$ cat src/core/rps_pkg.sv
// What this block does
// - master clear, software and watchdog resets merge into one system reset.
// - hold reset about 200 us after the supply passes 1.5 V.
// - combined reset is active low and stays low through the delay.
// - after the delay, release reset high and start the power-up time-out.
// - power-up time-out after reset lasts 36 low-speed oscillator cycles.
// - run only after the time-out ends and the supply has reached 3.3 V.
// - analog regulator is switched off whenever deep sleep is entered.
// - core regulator stays enabled in every mode, deep sleep included.
// - deep sleep ends on wake interrupt, host start condition or master clear.
package rps_pkg;

  ////////////////////////////////////////////////////////////////////////////
  // timing
  localparam int CLK_PERIOD_NS  = 100;
  localparam int RST_DELAY_US   = 200;
  // least time: round up to whole clock cycles
  localparam int RST_DELAY_CYC  =
    (RST_DELAY_US * 1000 + CLK_PERIOD_NS - 1) / CLK_PERIOD_NS;
  localparam int TMR_W          = 12;
  localparam logic [TMR_W-1:0] DELAY_LIMIT  = RST_DELAY_CYC[TMR_W-1:0];
  localparam logic [TMR_W-1:0] PWRT_RESET   = 12'h024; // 36 lso cycles
  localparam logic [TMR_W-1:0] PWRT_SLEEP   = 12'h00A; // 10 lso cycles

  ////////////////////////////////////////////////////////////////////////////
  // sequencer states
  typedef enum logic [4:0] {
    ST_OFF     = 5'h01,
    ST_DELAY   = 5'h02,
    ST_TIMEOUT = 5'h04,
    ST_RUN     = 5'h08,
    ST_SLEEP   = 5'h10
  } rps_state_t;

endpackage

$ cat src/core/rps_timer.sv
`timescale 1ns/1ps
module rps_timer
  import rps_pkg::*;
#(
  parameter int W = TMR_W
)(
  input  wire logic         clk_i,
  input  wire logic         srst_i,
  input  wire logic         clear_i,
  input  wire logic         step_i,
  input  wire logic [W-1:0] limit_i,
  output logic      [W-1:0] count_o,
  output logic              done_o
);

  logic [W-1:0] count;
  logic [W-1:0] next_count;

  ////////////////////////////////////////////////////////////////////////////
  // done fires on the step that completes the interval; it leaves clear out,
  // because the owner builds clear from done and would close a loop
  assign done_o  = step_i && (count == limit_i - 1'b1);
  assign count_o = count;

  // clear has priority so a restart never leaks an old count
  always_comb
  begin
    next_count = count;
    if (clear_i)
      next_count = '0;
    else if (step_i)
      next_count = done_o ? '0 : count + 1'b1;
  end

  always_ff @(posedge clk_i)
  begin
    if (srst_i)
      count <= '0;
    else
      count <= next_count;
  end

endmodule // rps_timer

$ cat src/core/rps_supervisor.sv
`timescale 1ns/1ps
module rps_supervisor
  import rps_pkg::*;
(
  input  wire logic clk_i,
  input  wire logic srst_i,
  input  wire logic master_clear_pin_n_i,
  input  wire logic software_reset_request_i,
  input  wire logic watchdog_reset_request_i,
  input  wire logic supply_above_1v5_i,
  input  wire logic supply_above_3v3_i,
  input  wire logic low_speed_osc_clock_i,
  input  wire logic deep_sleep_request_i,
  input  wire logic host_wake_interrupt_i,
  input  wire logic host_start_detect_i,
  output logic      combined_reset_n_o,
  output logic      system_start_o,
  output logic      powerup_timeout_o,
  output logic      deep_sleep_o,
  output logic      analog_regulator_en_o,
  output logic      core_regulator_en_o
);

  rps_state_t       state;
  rps_state_t       next_state;
  logic             release_q;
  logic             next_release;
  logic             from_sleep;
  logic             next_from_sleep;
  logic             elapsed;
  logic             next_elapsed;
  logic             lso_q;
  logic             lso_rise;
  logic             any_src;
  logic             tmr_clear;
  logic             tmr_step;
  logic [TMR_W-1:0] tmr_limit;
  logic             tmr_done;
  logic             analog_en;
  logic             next_analog_en;

  ////////////////////////////////////////////////////////////////////////////
  // reset sources; watchdog is off in deep sleep so it is ignored there
  assign any_src = !master_clear_pin_n_i
                 || software_reset_request_i
                 || (watchdog_reset_request_i && state != ST_SLEEP);

  // assertion is combinational, only the release is clocked
  assign combined_reset_n_o = release_q && !any_src;

  // lso is synchronous to clk_i, so a plain edge detect is enough
  assign lso_rise = low_speed_osc_clock_i && !lso_q;

  ////////////////////////////////////////////////////////////////////////////
  // clear reads next_state, so it stays apart from the step decode that
  // feeds done; mixing them would loop through the sequencer
  assign tmr_clear = (state != next_state) || any_src;

  // shared interval timer: clk cycles in delay, lso edges in time-out
  always_comb
  begin
    tmr_step  = 1'b0;
    tmr_limit = DELAY_LIMIT;
    case (state)
      ST_DELAY:   tmr_step = 1'b1;
      ST_TIMEOUT:
      begin
        tmr_step  = lso_rise && !elapsed;
        tmr_limit = from_sleep ? PWRT_SLEEP : PWRT_RESET;
      end
      default:    tmr_step = 1'b0;
    endcase
  end

  rps_timer #(
    .W       (TMR_W)
  ) rps_timer_i (
    .clk_i   (clk_i),
    .srst_i  (srst_i),
    .clear_i (tmr_clear),
    .step_i  (tmr_step),
    .limit_i (tmr_limit),
    .count_o (),
    .done_o  (tmr_done)
  );

  ////////////////////////////////////////////////////////////////////////////
  // sequencer next state
  always_comb
  begin
    next_state      = state;
    next_release    = release_q;
    next_from_sleep = from_sleep;
    next_elapsed    = elapsed;
    case (state)
      ST_OFF:
        if (supply_above_1v5_i)
          next_state = ST_DELAY;
      ST_DELAY:
        if (tmr_done && !any_src)
        begin
          next_state      = ST_TIMEOUT;
          next_release    = 1'b1;
          next_from_sleep = 1'b0;
          next_elapsed    = 1'b0;
        end
      ST_TIMEOUT:
      begin
        if (tmr_done)
          next_elapsed = 1'b1;
        // a slow supply keeps the core waiting past the time-out
        if ((elapsed || tmr_done) && supply_above_3v3_i)
          next_state = ST_RUN;
      end
      ST_RUN:
        if (deep_sleep_request_i)
          next_state = ST_SLEEP;
      ST_SLEEP:
        if (host_wake_interrupt_i || host_start_detect_i)
        begin
          next_state      = ST_TIMEOUT;
          next_from_sleep = 1'b1;
          next_elapsed    = 1'b0;
        end
      default:
        next_state = ST_OFF;
    endcase
    // any reasserted source except the watchdog in deep sleep restarts the whole delay, master clear wakes too
    if (any_src && state != ST_OFF)
    begin
      next_state   = ST_DELAY;
      next_release = 1'b0;
    end
    if (!supply_above_1v5_i)
    begin
      next_state   = ST_OFF;
      next_release = 1'b0;
    end
    next_analog_en = (next_state != ST_SLEEP);
  end

  always_ff @(posedge clk_i)
  begin
    if (srst_i)
    begin
      state      <= ST_OFF;
      release_q  <= 1'b0;
      from_sleep <= 1'b0;
      elapsed    <= 1'b0;
      lso_q      <= 1'b0;
      analog_en  <= 1'b1;
    end
    else
    begin
      state      <= next_state;
      release_q  <= next_release;
      from_sleep <= next_from_sleep;
      elapsed    <= next_elapsed;
      lso_q      <= low_speed_osc_clock_i;
      analog_en  <= next_analog_en;
    end
  end

  ////////////////////////////////////////////////////////////////////////////
  // outputs; core regulator never drops so state survives deep sleep
  assign system_start_o        = (state == ST_RUN);
  assign powerup_timeout_o     = (state == ST_TIMEOUT);
  assign deep_sleep_o          = (state == ST_SLEEP);
  assign analog_regulator_en_o = analog_en;
  assign core_regulator_en_o   = 1'b1;

  ////////////////////////////////////////////////////////////////////////////
  // checking helpers: independent cycle and lso edge counts
  logic [TMR_W-1:0] chk_dly;
  logic [TMR_W-1:0] chk_lso;

  always_ff @(posedge clk_i)
  begin
    if (srst_i || state != ST_DELAY || any_src)
      chk_dly <= '0;
    else
      chk_dly <= chk_dly + 1'b1;
    if (srst_i || state != ST_TIMEOUT || any_src)
      chk_lso <= '0;
    else if (lso_rise && chk_lso != 12'hFFF)
      chk_lso <= chk_lso + 1'b1;
  end
endmodule // rps_supervisor

$ cat config.mk
export PLATFORM = sky130hd
export DESIGN_NAME = rps_supervisor
export DESIGN_NICKNAME = d
export VERILOG_FILES = /design/src/core/rps_pkg.sv /design/src/core/rps_timer.sv /design/src/core/rps_supervisor.sv
export SDC_FILE = /design/constraint.sdc
export NUM_CORES = 1
export LEC_CHECK = 0
export ABC_CLOCK_PERIOD_IN_PS = 2900
export BUFFER_PORTS_ARGS = -buffer_cell sky130_fd_sc_hd__clkbuf_2
export CAP_MARGIN = 0
export CORE_MARGIN = 4
export CORE_UTILIZATION = 50
export CTS_CLUSTER_SIZE = 20
export DETAILED_ROUTE_END_ITERATION = 10
export PLACE_DENSITY = 0.72
export REMOVE_ABC_BUFFERS = 1
export SLEW_MARGIN = 30
export SYNTH_ARGS = -nofsm -noshare
export SYNTH_HDL_FRONTEND = slang
export SYNTH_SLANG_ARGS = --single-unit
$ cat constraint.sdc
create_clock -name clk_i -period 2.9 [get_ports clk_i]
set_clock_uncertainty 0.05 [all_clocks]
set_input_delay 0.87 -clock clk_i [delete_from_list [all_inputs] [get_ports clk_i]]
set_output_delay 0.87 -clock clk_i [all_outputs]
set_load 0.02 [all_outputs]
### Yosys cells after proc, flatten, opt, wreduce, memory -nomap -nowiden

Cells that the tools add are included.
Widths: inputs -> output; s select.

* word-level logic and storage cells: 64
* flip-flop bits (word level): 22
* input bits: 11
* output and inout bits: 6

* reduce and logical (&&, ||, !) cells: 24
* $add $sub $neg: 2
* mux-type cells: 17
* equal/unequal tests: 13
* bitwise logic cells: 1

Operator list (count)
* $mux 5: 6
* $pmux 5 s5: 1
* $add 12x1->12 const B: 1
* $eq 12x12->1: 1
* $mux 12: 1
* $sub 11x1->12 const B: 1
* $mux 11: 1
* $ne 5x5->1 const B: 2
* $logic_and 1x1->1: 8
* $mux 6: 1
* $eq 5x1->1 const B: 1
* $eq 5x2->1 const B: 1
* $eq 5x3->1 const B: 1
* $eq 5x4->1 const B: 1
* $eq 5x5->1 const B: 1
* $logic_or 1x1->1: 5
* $ne 5x1->1 const B: 1
* $ne 5x5->1: 1
* $logic_not 1->1: 4
* $mux 1: 4
* $ne 2x1->1 const B: 2
* $pmux 1 s2: 2
* $reduce_and 4->1: 1
* $pmux 1 s3: 1
* 8 further kinds: 8

### Longest topological paths before layout

* word-level depth: 14
* mapped depth: 13
* gate-level depth less buffers: 11

### By module

From an unflattened synthesis, not the netlist that was laid out.

* cell total of the unflattened synthesis: 230
* area total of the unflattened synthesis: 1794.2 µm²

By module, submodules not included
* rps_timer: cells an instance 135, times used 1, seq. area each 240.2 µm², area an instance 1056.0 µm²
* rps_supervisor: cells an instance 95, times used 1, seq. area each 200.2 µm², area an instance 738.2 µm²

### Worst setup path before layout

No wires, ideal clock.

* path type: flip-flop to flip-flop
* start point: register state[0]
* end point: register rps_timer_i.count[10] (netlist: rps_timer_i.count_o[10])
* period minus slack after synthesis: 3.179 ns
* buffers on the path: 1
* data arrival time: 3.009 ns
* setup slack: -0.279 ns
* stages on the path, launching flop included: 13
* library setup time: 0.120 ns
* data required time: 2.730 ns
* cells stage by stage: dfxtp_1 nor4_4 nand2_1 inv_1 nand2b_1 ha_1 xnor2_1 or4b_4 mux2i_4 nand3_4 a221oi_4 buf_6 nor4_1

* longest elaborated chain between the ends: 14
* elaborated cells on any way between the ends: 30
* those cells by class: add/sub: 1; eq/ne: 9; mux: 10; reduce/logical: 10

Ends and longest elaborated chain
* from (decl): line rps_supervisor.sv:24 `rps_state_t state;`
* from (signal assigned): line rps_supervisor.sv:155 `state <= next_state;`
* $eq 5x3->1 *
* named net powerup_timeout_o: line rps_supervisor.sv:18 `output logic powerup_timeout_o,`
* $mux 11: line rps_supervisor.sv:64 `case (state)`
* $sub 11x1->12: line rps_timer.sv:22 `assign done_o = step_i && (count == limit_i - 1'b1);`
* $eq 12x12->1: line rps_timer.sv:22
* $logic_and 1x1->1: line rps_timer.sv:22
* $logic_or 1x1->1: line rps_supervisor.sv:112 `if ((elapsed || tmr_done) && supply_above_3v3_i)`
* $logic_and 1x1->1: line rps_supervisor.sv:112
* $mux 5: line rps_supervisor.sv:112
* $pmux 5 s5: line rps_supervisor.sv:95 `case (state)`
* $mux 5: line rps_supervisor.sv:129 `if (any_src && state != ST_OFF)`
* $mux 5: line rps_supervisor.sv:134 `if (!supply_above_1v5_i)`
* $ne 5x5->1: line rps_supervisor.sv:57 `assign tmr_clear = (state != next_state) || any_src;`
* $logic_or 1x1->1: line rps_supervisor.sv:57
* $reduce_or 2->1 (no source line)
* to (signal assigned): line rps_timer.sv:40 `count <= next_count;`
* to (decl): line rps_timer.sv:16 `logic [W-1:0] count;`

The timed path passes the listed nets; every way through them passes the cells marked *.
A chain may end at the register's enable or synchronous reset.

### Worst setup path after layout

* start point: register state[4]
* end point: register rps_timer_i.count[9] (netlist: rps_timer_i.count_o[9])

* longest elaborated chain between the ends: 14
* elaborated cells on any way between the ends: 30
* those cells by class: add/sub: 1; eq/ne: 9; mux: 10; reduce/logical: 10

Ends and longest elaborated chain (line)
* $eq 5x3->1: rps_supervisor.sv:64, rps_supervisor.sv:95
* $mux 11: rps_supervisor.sv:64
* $sub 11x1->12: rps_timer.sv:22
* $eq 12x12->1: rps_timer.sv:22
* $logic_and 1x1->1: rps_timer.sv:22
* $logic_or 1x1->1: rps_supervisor.sv:112
* $logic_and 1x1->1: rps_supervisor.sv:112
* $mux 5: rps_supervisor.sv:112
* $pmux 5 s5: rps_supervisor.sv:95
* $mux 5: rps_supervisor.sv:129
* $mux 5: rps_supervisor.sv:134
* $ne 5x5->1: rps_supervisor.sv:57
* $logic_or 1x1->1: rps_supervisor.sv:57
* $reduce_or 2->1 (no source line)

Parallel ways exist; a longest one is shown, timed or not.

==> impl_metrics.ini <==
[cells_and_area]
regArea_um2 = 447
multiInputGateArea_um2 = 1190
fin_util_pct = 67.2
antenna-diode-count = 0
fillCellCount = 252
drive_above_1_share_pct = 34.4
area_growth_pct = 24.4
instances_no_fill = 271
num-nets-final = 242

[flow_run]
maxCapViolations = 0

[floorplan]
num_rows = 20
die_h_um = 66.4
core_um2 = 3150
io_pins = 17
initial_utilization_pct = 54.0
dieArea_um2 = 4400
die_w_um = 66.4

[synth]
syn-instance-count = 194
ys_ff_latch = 22
synth_async_sr_flop_share_pct = 0
synthFlopType = dfxtp_1
synth_area_um2 = 1700
synth.avg_cell_area_um2 = 8.78
yosysSeqAreaShare_pct = 25.9
synth_edf_count = 0
synth_warnings = 0
synth_cell_type_count = 64

[detailed_routing]
route.detailed.wl_per_inst_um = 19.2
ant_nets = 0
wl_met2_um = 2440
vias_per_cell = 6.56
met3_length_um = 537
met1_length_um = 2090
highest_layer = met4
routed_wl_um = 5200
drc = 0
first_pass_iters = 7
drt_iter0_drc = 165
num_vias = 1779

[critical_path]
cpMaxStageDelayCell = or4b_4
critPathMaxFanout = 6
crit_required_ns = 3.09
slowest_delay_ns = 0.51
start_kind = flop
path_cells = nor4_4 > nand2_1 > inv_2 > nand2b_1 > ha_2 > xnor2_1 > or4b_4 > mux2i_4 > buf_6 > nand3_4 > a221oi_4 > clkbuf_16 > nor4_2
cp-end-kind = flop
path_class = flop to flop
worst_ep_arrival_time_ns = 3.18

[sta]
hold_violations = 0
period_minus_slack_ns = 3.00
max-slew-margin-rel_pct = 67.1
whs_ns = 0.521
rsz0062_at_grt = yes
setup_violations = 12
timing.fmax_mhz = 334
setup_ws_ns = -0.0960
maxSlewViolCount = 0
tightest_slew_ns = 0.481
fin_crit_sh_pct = 103

[global_routing]
grt_pass1_wl_um = 7870
grt_max_degree = 16
overflow = 0
antenna_found_initial = 0
grt_pass1_vias = 1667
grt_usage_pct = 22.8

[power]
p_int_uw = 478
p_comb_share_pct = 13.1
seqPwrFrac_pct = 47.7
p_per_area_nw_per_um2 = 304
p_switching_uw = 165
clkPwrFrac_pct = 39.2
irDropWorstVdd_mv = 0.222
leakagePower_uw = 0.000842
switching_share_pct = 25.7

[placed_design]
detailed_place_hpwl_um = 3440
place_inst = 259
place_congestion = 0.911
portBuffers = 15

[cts]
cts_tree = built
cts_hold_repair.buffers = 0
cts_buffer_depth = 2
cts_sinks = 22
cts.htree.levels = 1
clk_pin_slew_ns = 0.15
root_buffer = clkbuf_4
cts_made_buffers = 3
insertion_delay_ns = 0.33

[run_status]
violations = setup timing
status = finished with violations

[hold_path]
hp-class = flop to flop
## synth_stat cells (4+ instances only)
master,number,share of area [%]
dfxtp_1,22,26
nand4_1,18,6.6
nand2_1,14,3.1
nor2_1,13,2.9
nor4_1,12,4.4
xor2_1,11,5.7
inv_1,8,1.8
a211oi_1,7,3.1
buf_2,5,1.5
a21oi_1,4,1.2
clkbuf_1,4,0.88
nand3_1,4,1.2
## area by class of cell
| cell class | instances | share of cell area, % |
|---|---|---|
| inverter | 9 | 1.59 |
| tap | 44 | 2.60 |
| clock inverter | 1 | 1.42 |
| sequential | 22 | 21.1 |
| clock buffer | 3 | 1.06 |
| timing repair buffer | 41 | 16.1 |
| multi-input combinational | 151 | 56.1 |
## path summary, 6_finish.rpt
check	slack, ns	startpoint	end	depth (start not counted)
worst max-delay path	-0.1	state[4]	rps_timer_i.count_o[9]	13
worst min-delay path	0.52	release_q	release_q	1
worst max register to register	-0.1	state[4]	rps_timer_i.count_o[9]	13
worst min register to register	0.52	release_q	release_q	1
## worst max-delay path: cells and delay by family (launching register included)
kind	cells	cell delay [ns]
adder cells (fa/ha/maj)	1	0.19
XOR/XNOR	1	0.14
AO/OA/AOI/OAI	1	0.36
AND/OR/NAND/NOR	6	1.12
buffers and inverters	3	0.47
multiplexers	1	0.20
flip-flops	1	0.38
## flip-flops by register name (all words and copies together) (netlist names)
name                   cells
rps_timer_i.count_o       12
state                      5
analog_regulator_en_o      1
elapsed                    1
from_sleep                 1
lso_q                      1
release_q                  1
## stage by stage
step / total power, µW / setup slack, ns / TNS (ns) / instance area, µm²
3_5_place_dp: 389 / -0.00195 / -0.00195 / 1920
2_1_floorplan: 358 / -0.539 / -6.89 / 1630
3_3_place_gp: 387 / 0.102 / 0 / 1920
6_report: 644 / -0.0960 / -0.917 / 2120
4_1_cts: 632 / 0.00126 / 0 / 1980
5_1_grt: 659 / -0.195 / -2.02 / 2120
## kinds of logic after synthesis
family / count (synthesis) / synth area share, %
buffers and inverters: 21 / 6.10
AOI/OAI and AO/OA: 36 / 20.2
other: 1 / 0.220
xor gates and xnor gates: 14 / 7.20
DFF: 22 / 25.9
and+or+nand+nor: 95 / 36.3
muxes: 2 / 1.91
adders and majority gates: 3 / 2.20
## per-layer routing
| layer | vias to the layer above | GRT usage (%) |
|---|---|---|
| met5 | - | 0 |
| met3 | 23 | 3.23 |
| met2 | 118 | 37.7 |
| met1 | 834 | 30.3 |
| met4 | 0 | 6.85 |
| li1 | 804 | - |
## cells in the final DEF, fill, tap and decap left out, types with 3 or more instances in the layout
cell type,synthesis,final
nor2_1,13,13
buf_4,1,19
xnor2_1,3,3
inv_1,8,7
nand3_1,4,4
clkbuf_2,0,15
xor2_1,11,10
nand2_2,2,3
a21oi_1,4,4
nor4_1,12,12
clkbuf_4,0,3
dfxtp_1,22,19
a21boi_0,3,3
nand4_1,18,18
a211oi_1,7,7
nand2_1,14,13
## power by group through the flow
| stage | Clock, µW | Combinational, µW | Sequential [µW] |
|---|---|---|---|
| 3_5_place_dp | 0 | 75.0 | 314 |
| 4_1_cts | 250 | 75.5 | 307 |
| 3_3_place_gp | 0 | 73.0 | 314 |
| 5_1_grt | 263 | 89.0 | 307 |
| 2_1_floorplan | 0 | 42.6 | 316 |
| 6_report | 253 | 84.4 | 307 |
## timing repair
| item | in CTS | in global routing |
|---|---|---|
| endpoints found under the setup margin | 13 | 16 |
| pin swaps | 0 | 6 |
| setup buffers | 0 | 5 |
| gates cloned | 0 | 3 |
| gates resized for setup | 1 | 12 |
No activity file was read; power rests on OpenSTA's default activity.
